`src/design/ipx_regs.vh`:
```
`ifndef IPX_REGS_VH
`define IPX_REGS_VH
// register indices; byte address is four times the index
`define IPX_IDX_REF_CTRL 12'h130
`define IPX_IDX_PULLUP 12'h136
`define IPX_IDX_SRC0 12'h138
`define IPX_IDX_SRC_STEP 12'h002
`define IPX_NUM_SRC 4
// field positions
`define IPX_PULLUP_MSB 8
`define IPX_PIN_MSB 12
`define IPX_PIN_LSB 8
`define IPX_MAG_MSB 2
`define IPX_MAG_LSB 0
`define IPX_REF_EN_BIT 0
// reset values
`define IPX_PULLUP_RST 16'h0000
`define IPX_SRC_RST 16'h0000
`define IPX_REF_RST 16'h0001
// pin-select codes
`define IPX_PIN_AIN_LAST 5'h08
`define IPX_PIN_GPIO_FIRST 5'h11
`define IPX_PIN_GPIO_LAST 5'h14
`endif

```
`src/design/ipx_pullup_excitation.v`:
```
// Register access over Wishbone was left to the implementer.
`timescale 1ns/1ps
`include "ipx_regs.vh"
// What this block does
// RQ1 - bit n of pull-up register enables weak pull-up on analog input n, n 0..8
// RQ2 - pull-up register resets to zero; bits 15:9 reserved but read/write
// RQ3 - four independent excitation sources, each with own pin and value register
// RQ4 - pin codes 0..8 route current to analog input 0..8; others reserved
// RQ5 - pin codes 10001..10100 route current to general-purpose pins 0..3
// RQ6 - value field bits 2:0 selects magnitude, 0 up to 1500 microamps
// RQ7 - software enables internal reference before using any excitation source
// RQ8 - software pairs sources 0 with 1 and 2 with 3 for matching
// RQ9 - source registers at 0x138 step two, reset zero; 15:13 and 7:3 read zero
// RQ10 - reference control bit 0 enables internal reference, resets to one
// RQ11 - read/write fields return last write; read-only reserved read zero
module ipx_pullup_excitation #(
	parameter NSRC = `IPX_NUM_SRC
) (
	input wire mclk,
	input wire srst,
	input wire wb_cyc_i,
	input wire wb_stb_i,
	input wire wb_we_i,
	input wire [13:0] wb_adr_i,
	input wire [3:0] wb_sel_i,
	input wire [31:0] wb_dat_i,
	output reg [31:0] wb_dat_o,
	output reg wb_ack_o,
	output reg wb_err_o,
	output reg [8:0] pullupEnable,
	output reg refEnable,
	output reg [NSRC*9-1:0] sourceAinRoute,
	output reg [NSRC*4-1:0] sourceGpioRoute,
	output reg [NSRC*3-1:0] sourceMagnitude,
	output reg [NSRC-1:0] sourceActive
);
	// constants fixed to their widths once, so nothing pads or cuts silently
	localparam [15:0] PULLUP_RST = `IPX_PULLUP_RST;
	localparam [15:0] SRC_RST = `IPX_SRC_RST;
	localparam [15:0] REF_RST = `IPX_REF_RST;
	localparam [11:0] IDX_PULLUP = `IPX_IDX_PULLUP;
	localparam [11:0] IDX_REF = `IPX_IDX_REF_CTRL;
	localparam [11:0] IDX_SRC0 = `IPX_IDX_SRC0;
	localparam [11:0] IDX_STEP = `IPX_IDX_SRC_STEP;
	localparam [4:0] PIN_AIN_LAST = `IPX_PIN_AIN_LAST;
	localparam [4:0] PIN_GPIO_FIRST = `IPX_PIN_GPIO_FIRST;
	localparam [4:0] PIN_GPIO_LAST = `IPX_PIN_GPIO_LAST;

	reg [15:0] pullupReg;
	reg refEnReg;
	reg [15:0] srcRdata;
	reg [15:0] next_rdata;
	wire [11:0] idx;
	wire req;
	wire wrReq;
	wire pullupHit;
	wire refHit;
	wire hit;
	wire [NSRC-1:0] srcHit;
	wire [NSRC*16-1:0] srcRdFlat;
	wire [NSRC*9-1:0] next_ainRoute;
	wire [NSRC*4-1:0] next_gpioRoute;
	wire [NSRC*3-1:0] next_magnitude;
	wire [NSRC-1:0] next_active;
	integer k;

	// word index of the bus address matches a register
	function indexHit;
		input [11:0] index;
		input [11:0] target;
		begin
			indexHit = (index == target);
		end
	endfunction

	// merge written byte lanes into the old value
	function [15:0] laneMerge;
		input [15:0] old;
		input [15:0] din;
		input [1:0] sel;
		begin
			laneMerge = {sel[1] ? din[15:8] : old[15:8], sel[0] ? din[7:0] : old[7:0]};
		end
	endfunction

	// pin code names an analog input
	function pinIsAin;
		input [4:0] code;
		begin
			pinIsAin = (code <= PIN_AIN_LAST);
		end
	endfunction

	// pin code names a general-purpose pin
	function pinIsGpio;
		input [4:0] code;
		begin
			pinIsGpio = (code >= PIN_GPIO_FIRST) && (code <= PIN_GPIO_LAST);
		end
	endfunction

	assign idx = wb_adr_i[13:2];
	// a pending ack or err keeps a held strobe from being taken twice
	assign req = wb_cyc_i & wb_stb_i & ~wb_ack_o & ~wb_err_o;
	assign wrReq = req & wb_we_i;
	assign pullupHit = indexHit(idx, IDX_PULLUP);
	assign refHit = indexHit(idx, IDX_REF);
	assign hit = pullupHit | refHit | (|srcHit);

	genvar g;
	generate
		for (g = 0; g < NSRC; g = g + 1) begin : gen_src
			localparam [31:0] SRC_IDX_FULL = IDX_SRC0 + g * IDX_STEP;
			localparam [11:0] SRC_IDX = SRC_IDX_FULL[11:0];
			reg [4:0] pinSel;
			reg [2:0] magSel;
			wire [15:0] oldWord;
			wire [15:0] newWord;
			wire [2:0] gpioIdx;
			wire pinValid;

			assign srcHit[g] = indexHit(idx, SRC_IDX); // RQ9
			// reserved bits are rebuilt as zero, so writes to them are lost
			assign oldWord = {3'h0, pinSel, 5'h00, magSel};
			assign newWord = laneMerge(oldWord, wb_dat_i[15:0], wb_sel_i[1:0]);
			assign srcRdFlat[g*16 +: 16] = srcHit[g] ? oldWord : 16'h0000; // RQ11
			assign gpioIdx = pinSel[2:0] - 3'h1;
			assign pinValid = pinIsAin(pinSel) | pinIsGpio(pinSel);

			always @(posedge mclk) begin
				if (srst) begin
					pinSel <= SRC_RST[`IPX_PIN_MSB:`IPX_PIN_LSB]; // RQ9
					magSel <= SRC_RST[`IPX_MAG_MSB:`IPX_MAG_LSB]; // RQ9
				end else if (wrReq & srcHit[g]) begin
					pinSel <= newWord[`IPX_PIN_MSB:`IPX_PIN_LSB]; // RQ3
					magSel <= newWord[`IPX_MAG_MSB:`IPX_MAG_LSB]; // RQ6
				end
			end

			// a reserved pin code is kept for read-back but routes nowhere
			assign next_ainRoute[g*9 +: 9] = pinIsAin(pinSel) ?
				(9'h001 << pinSel[3:0]) : 9'h000; // RQ4
			assign next_gpioRoute[g*4 +: 4] = pinIsGpio(pinSel) ?
				(4'h1 << gpioIdx) : 4'h0; // RQ5
			assign next_magnitude[g*3 +: 3] = magSel; // RQ6
			// without the reference the current is off value, so gate it
			assign next_active[g] = (magSel != 3'h0) & refEnReg & pinValid; // RQ7
		end
	endgenerate

	// only one source can match, so an or of all lanes is the read mux
	always @* begin
		srcRdata = 16'h0000;
		for (k = 0; k < NSRC; k = k + 1) begin
			srcRdata = srcRdata | srcRdFlat[k*16 +: 16];
		end
	end

	always @* begin
		next_rdata = 16'h0000;
		if (pullupHit) begin
			next_rdata = pullupReg; // RQ11
		end else if (refHit) begin
			next_rdata = {15'h0000, refEnReg}; // RQ10
		end else if (|srcHit) begin
			next_rdata = srcRdata; // RQ11
		end
	end

	// one-cycle answer; unmapped indices get err so the bus never hangs
	always @(posedge mclk) begin
		if (srst) begin
			wb_ack_o <= 1'b0;
			wb_err_o <= 1'b0;
			wb_dat_o <= 32'h00000000;
		end else begin
			wb_ack_o <= req & hit;
			wb_err_o <= req & ~hit;
			wb_dat_o <= {16'h0000, next_rdata};
		end
	end

	always @(posedge mclk) begin
		if (srst) begin
			pullupReg <= PULLUP_RST; // RQ2
		end else if (wrReq & pullupHit) begin
			pullupReg <= laneMerge(pullupReg, wb_dat_i[15:0], wb_sel_i[1:0]); // RQ2
		end
	end

	always @(posedge mclk) begin
		if (srst) begin
			refEnReg <= REF_RST[`IPX_REF_EN_BIT]; // RQ10
		end else if (wrReq & refHit & wb_sel_i[0]) begin
			refEnReg <= wb_dat_i[`IPX_REF_EN_BIT]; // RQ10
		end
	end

	// analog controls lag the register write by one cycle
	always @(posedge mclk) begin
		if (srst) begin
			pullupEnable <= PULLUP_RST[`IPX_PULLUP_MSB:0];
			refEnable <= REF_RST[`IPX_REF_EN_BIT];
		end else begin
			pullupEnable <= pullupReg[`IPX_PULLUP_MSB:0]; // RQ1
			refEnable <= refEnReg; // RQ10
		end
	end

	always @(posedge mclk) begin
		if (srst) begin
			sourceAinRoute <= {NSRC*9{1'b0}};
			sourceGpioRoute <= {NSRC*4{1'b0}};
			sourceMagnitude <= {NSRC*3{1'b0}};
			sourceActive <= {NSRC{1'b0}};
		end else begin
			sourceAinRoute <= next_ainRoute; // RQ4
			sourceGpioRoute <= next_gpioRoute; // RQ5
			sourceMagnitude <= next_magnitude; // RQ6
			sourceActive <= next_active; // RQ3
		end
	end
endmodule

```
`config.mk`:
```
export PLATFORM = sky130hd
export DESIGN_NAME = ipx_pullup_excitation
export DESIGN_NICKNAME = d
export VERILOG_FILES = /design/src/design/ipx_pullup_excitation.v
export VERILOG_INCLUDE_DIRS = /design/src /design/src/design
export SDC_FILE = /design/constraint.sdc
export NUM_CORES = 1
export LEC_CHECK = 0
export ABC_AREA = 1
export BUFFER_PORTS_ARGS = -buffer_cell sky130_fd_sc_hd__buf_4
export CORE_MARGIN = 4
export CORE_UTILIZATION = 35
export DETAILED_ROUTE_END_ITERATION = 10
export PLACE_DENSITY_LB_ADDON = 0.12
export SLEW_MARGIN = 0
export SYNTH_ARGS = -nofsm -noshare
export SYNTH_HDL_FRONTEND = slang
export SYNTH_SLANG_ARGS = --single-unit
```
`constraint.sdc`:
```
create_clock -name mclk -period 1.4 [get_ports mclk]
set_input_delay 0.28 -clock mclk [delete_from_list [all_inputs] [get_ports mclk]]
set_output_delay 0.28 -clock mclk [all_outputs]
set_load 0.03 [all_outputs]
```
==> metrics <==
cell type group with the largest total delay on the critical path buffers and inverters; number of design rule violations left after detail routing 0; fill count about 1500; average wire per cell in the routed design approximately 13 µm; share of flip-flops with an asynchronous set or reset 0%; maximum ir drop on the vdd rail approximately 0.80 mV; leakage power between 3 and 4 nW; HP Class primary input to register; die outline area 18260 µm²; fmax about 0.73 GHz; register clock-pin slew on the reported worst setup and hold paths 60 ps; total core area 15890 µm²; stage delay of the slowest cell on the critical path around 320 ps; routed vias between 5000 and 6000; initial drt markers approximately 340; total wire length after detailed routing around 15 mm; number of port buffers 130; launching point of the worst reg2reg path wb_err_o; Clock Latency Late Sink between 400 and 500 ps; # clock sinks 145; prevailing post-synth register cell sky130_fd_sc_hd__dfxtp_1; GR Util All Layers 16.14%; launching instance or port of the critical path wb_err_o; Tightest Pin Transition 541.7 ps; number of buffers and inverters on the critical path 4; dpl hpwl between 10 and 15 mm; post-synth top area cell sky130_fd_sc_hd__dfxtp_1; FF+latch count, synth 145; number of unique standard cell types used by synthesis 32; element type at the critical path start register; CTS Root Buffer Type sky130_fd_sc_hd__clkbuf_16; critical path fanouts, max 5; register area share after synthesis between 50 and 60%; number of nets in the layout ~970; DP Worst Slack -160.1 ps; cell-by-cell listing of the critical path inv_2, nand4_1, inv_1, nand2_4, buf_12, nor2_4, buf_4, o21ai_0, nor2_1; number of pins exceeding their max-slew limit in the final report 0; total gr overflow 0; final-layout setup total negative slack 0 ps; Core Rows between 40 and 50; leading post-synthesis cells by cell area sky130_fd_sc_hd__dfxtp_1 (51%), sky130_fd_sc_hd__nor2_1 (12%), sky130_fd_sc_hd__inv_1 (5.4%); fraction of final layout cells sized beyond drive strength 1 a little over a third; unrepaired setup endpoints after global routing yes; Critical Path Slowest Stage Cell sky130_fd_sc_hd__dfxtp_2; time the worst path needs with I/O delays and setup about 1400 ps; die outline width 135.1 µm; required time at the endpoint of the critical path 1760 ps; number of CTS-inserted buffers 17; maximum count of clock buffers along a single path 2; sort of element at the end of the critical path register; routability cong. just under 0.9; first-pass GRT wire length about 23 mm; Power Density 1109 nW/µm²; TritonCTS clock tree done; worst max-slew margin expressed relative to the limit a little under two thirds; Data arrival, critical path ~1700 ps; die boundary height roughly 140 µm; slack of the critical path between 30 and 40 ps; effective utilization at floorplan between 30% and 40%; first drt pass iteration count 5; fin crit share between 90% and 100%; maximum number of pins on one net before global-route repair 29; max-cap violations 0; synthesized cell area 5655 µm²; antenna-violating nets left 0; setup clock skew after layout 6.751 ps; hold buffers post-CTS 0; detail-routed via count per cell 4.492; synthesis warning total 0; gate count of the mapped netlist 695; CTS H-Tree Depth 4; most used standard cells in the synthesized netlist sky130_fd_sc_hd__nor2_1 (176), sky130_fd_sc_hd__dfxtp_1 (145), sky130_fd_sc_hd__inv_1 (81); classification of the worst setup path register to register; number of global-route vias before repair 4751; number of diodes 0; area fraction of the dominant cell type after synthesis 51.33%; area added between synthesis and finish 44.51%; Post-Syn Area per Cell between 8 and 9 µm²; total count of hold-check failures in the final report 0; antenna violations before repair 0; worst hold start wb_dat_i[4]; number of synthesized flops with an enable pin 0; most used standard cell by instance count after synthesis sky130_fd_sc_hd__nor2_1; count of final setup violators 0; run status finished, final reports clean; number of top-level design ports between 150 and 200
worst register-to-register path, cell delays in order (launching register included):
cell                      delay [ps]
sky130_fd_sc_hd__dfxtp_2         320
sky130_fd_sc_hd__inv_2            50
sky130_fd_sc_hd__nand4_1         140
sky130_fd_sc_hd__inv_1           130
sky130_fd_sc_hd__nand2_4          80
sky130_fd_sc_hd__buf_12          150
sky130_fd_sc_hd__nor2_4          140
sky130_fd_sc_hd__buf_4           130
sky130_fd_sc_hd__o21ai_0          70
sky130_fd_sc_hd__nor2_1           90
through the flow:
stage / total power, mW / area [µm²] / util (%) / cells / hold slack [ps]
after detailed placement: 4.599 / 7194 / 45.29 / 1081 / 424.6
final: 9.065 / 8173 / 51.45 / 1126 / 114.3
after global routing: 9.380 / 8173 / 51.45 / 1126 / 122.5
after CTS: 9.129 / 7812 / 49.18 / 1111 / 106.6
after floorplan: 4.457 / 5715 / - / 710 / 408.7
after global placement: 4.594 / 7194 / 45.29 / 1081 / 421.7
sequential cells by signal, summed over array words and instances, names as in the netlist, 4 cells and up:
register,count
gen_src.magSel,12
gen_src.pinSel,20
pullupEnable,9
pullupReg,16
sourceActive,4
sourceAinRoute,36
sourceGpioRoute,16
sourceMagnitude,12
wb_dat_o,16
cells by family (layout without fill, tap and decap cells):
kind of cell             count (synthesis)  in the layout  synth area share (%)
AO/OA/AOI/OAI                           69             69                 6.283
XOR/XNOR                                 4              4                0.6194
adder cells (fa/ha/maj)                 20             20                 4.425
buffers and inverters                  124            324                 10.11
flip-flops                             145            145                 51.33
other                                    1             16               0.06631
AND/OR/NAND/NOR                        332            332                 27.17
layout make-up:
cell class	count	area (µm²)	area share [%]
multi-input combinational	441	2442	29.88
sequential	145	2915	35.67
clock buffer	20	456.7	5.588
clock inverter	10	136.4	1.669
timing repair buffer	202	1598	19.55
inverter	92	354.1	4.333
tap	216	270.3	3.307
layout by cell type, fill, tap and decap left out, types with 3 or more instances in the layout:
cell                         synthesis  layout
sky130_fd_sc_hd__nand2_2             8       9
sky130_fd_sc_hd__nand3_2             2       3
sky130_fd_sc_hd__inv_1              81      68
sky130_fd_sc_hd__nor2_2              8      17
sky130_fd_sc_hd__nand2_4             2       4
sky130_fd_sc_hd__nor3_1             16      14
sky130_fd_sc_hd__clkinv_2            2       4
sky130_fd_sc_hd__nor2_4              4       9
sky130_fd_sc_hd__o21ai_0            57      57
sky130_fd_sc_hd__ha_1               20      13
sky130_fd_sc_hd__a21oi_1             6       6
sky130_fd_sc_hd__nand4_1            19      19
sky130_fd_sc_hd__nand3b_1            4       4
sky130_fd_sc_hd__nand3_1            41      36
sky130_fd_sc_hd__clkbuf_16           0      18
sky130_fd_sc_hd__a211oi_1            4       3
sky130_fd_sc_hd__nor2_1            176     162
sky130_fd_sc_hd__inv_4               2       3
sky130_fd_sc_hd__dfxtp_2             0      10
sky130_fd_sc_hd__buf_4              17     191
sky130_fd_sc_hd__nand2_1            45      42
sky130_fd_sc_hd__nor2_8              3       3
sky130_fd_sc_hd__bufinv_16           0       3
sky130_fd_sc_hd__inv_2               7      20
sky130_fd_sc_hd__buf_6               1       7
sky130_fd_sc_hd__conb_1              1      16
sky130_fd_sc_hd__xnor2_1             4       4
sky130_fd_sc_hd__clkinvlp_4          0       3
sky130_fd_sc_hd__ha_2                0       4
sky130_fd_sc_hd__buf_12              0       3
sky130_fd_sc_hd__ha_4                0       3
sky130_fd_sc_hd__or2_4               0       4
sky130_fd_sc_hd__dfxtp_1           145     135
sky130_fd_sc_hd__nand3_4             0       4
repair_timing:
item	CTS	global route
setup buffers	0	14
pin swaps	0	23
gates cloned	0	1
endpoints found under the setup margin	25	73
gates resized for setup	7	68
metal layers:
layer	global-route usage (%)	routed length, µm	up-vias
li1	-	-	2565
met1	19.99	6351	2330
met2	27.05	7459	145
met3	4.583	927	18
met4	5.431	192	0
met5	0	0	-
power by group:
part | internal [mW] | switching, mW
Clock | 2.87 | 1.66
Combinational | 0.140 | 0.257
Sequential | 4.14 | 0.00341
worst paths after layout:
check	to	slack, ps	depth (start not counted)
worst max-delay path	gen_src[3].pinSel[3]	30	9
worst max register to register	gen_src[3].pinSel[3]	30	9
worst min-delay path	pullupReg[4]	110	3
worst min register to register	wb_dat_o[15]	430	2
No activity file was read; power rests on OpenSTA's default activity.
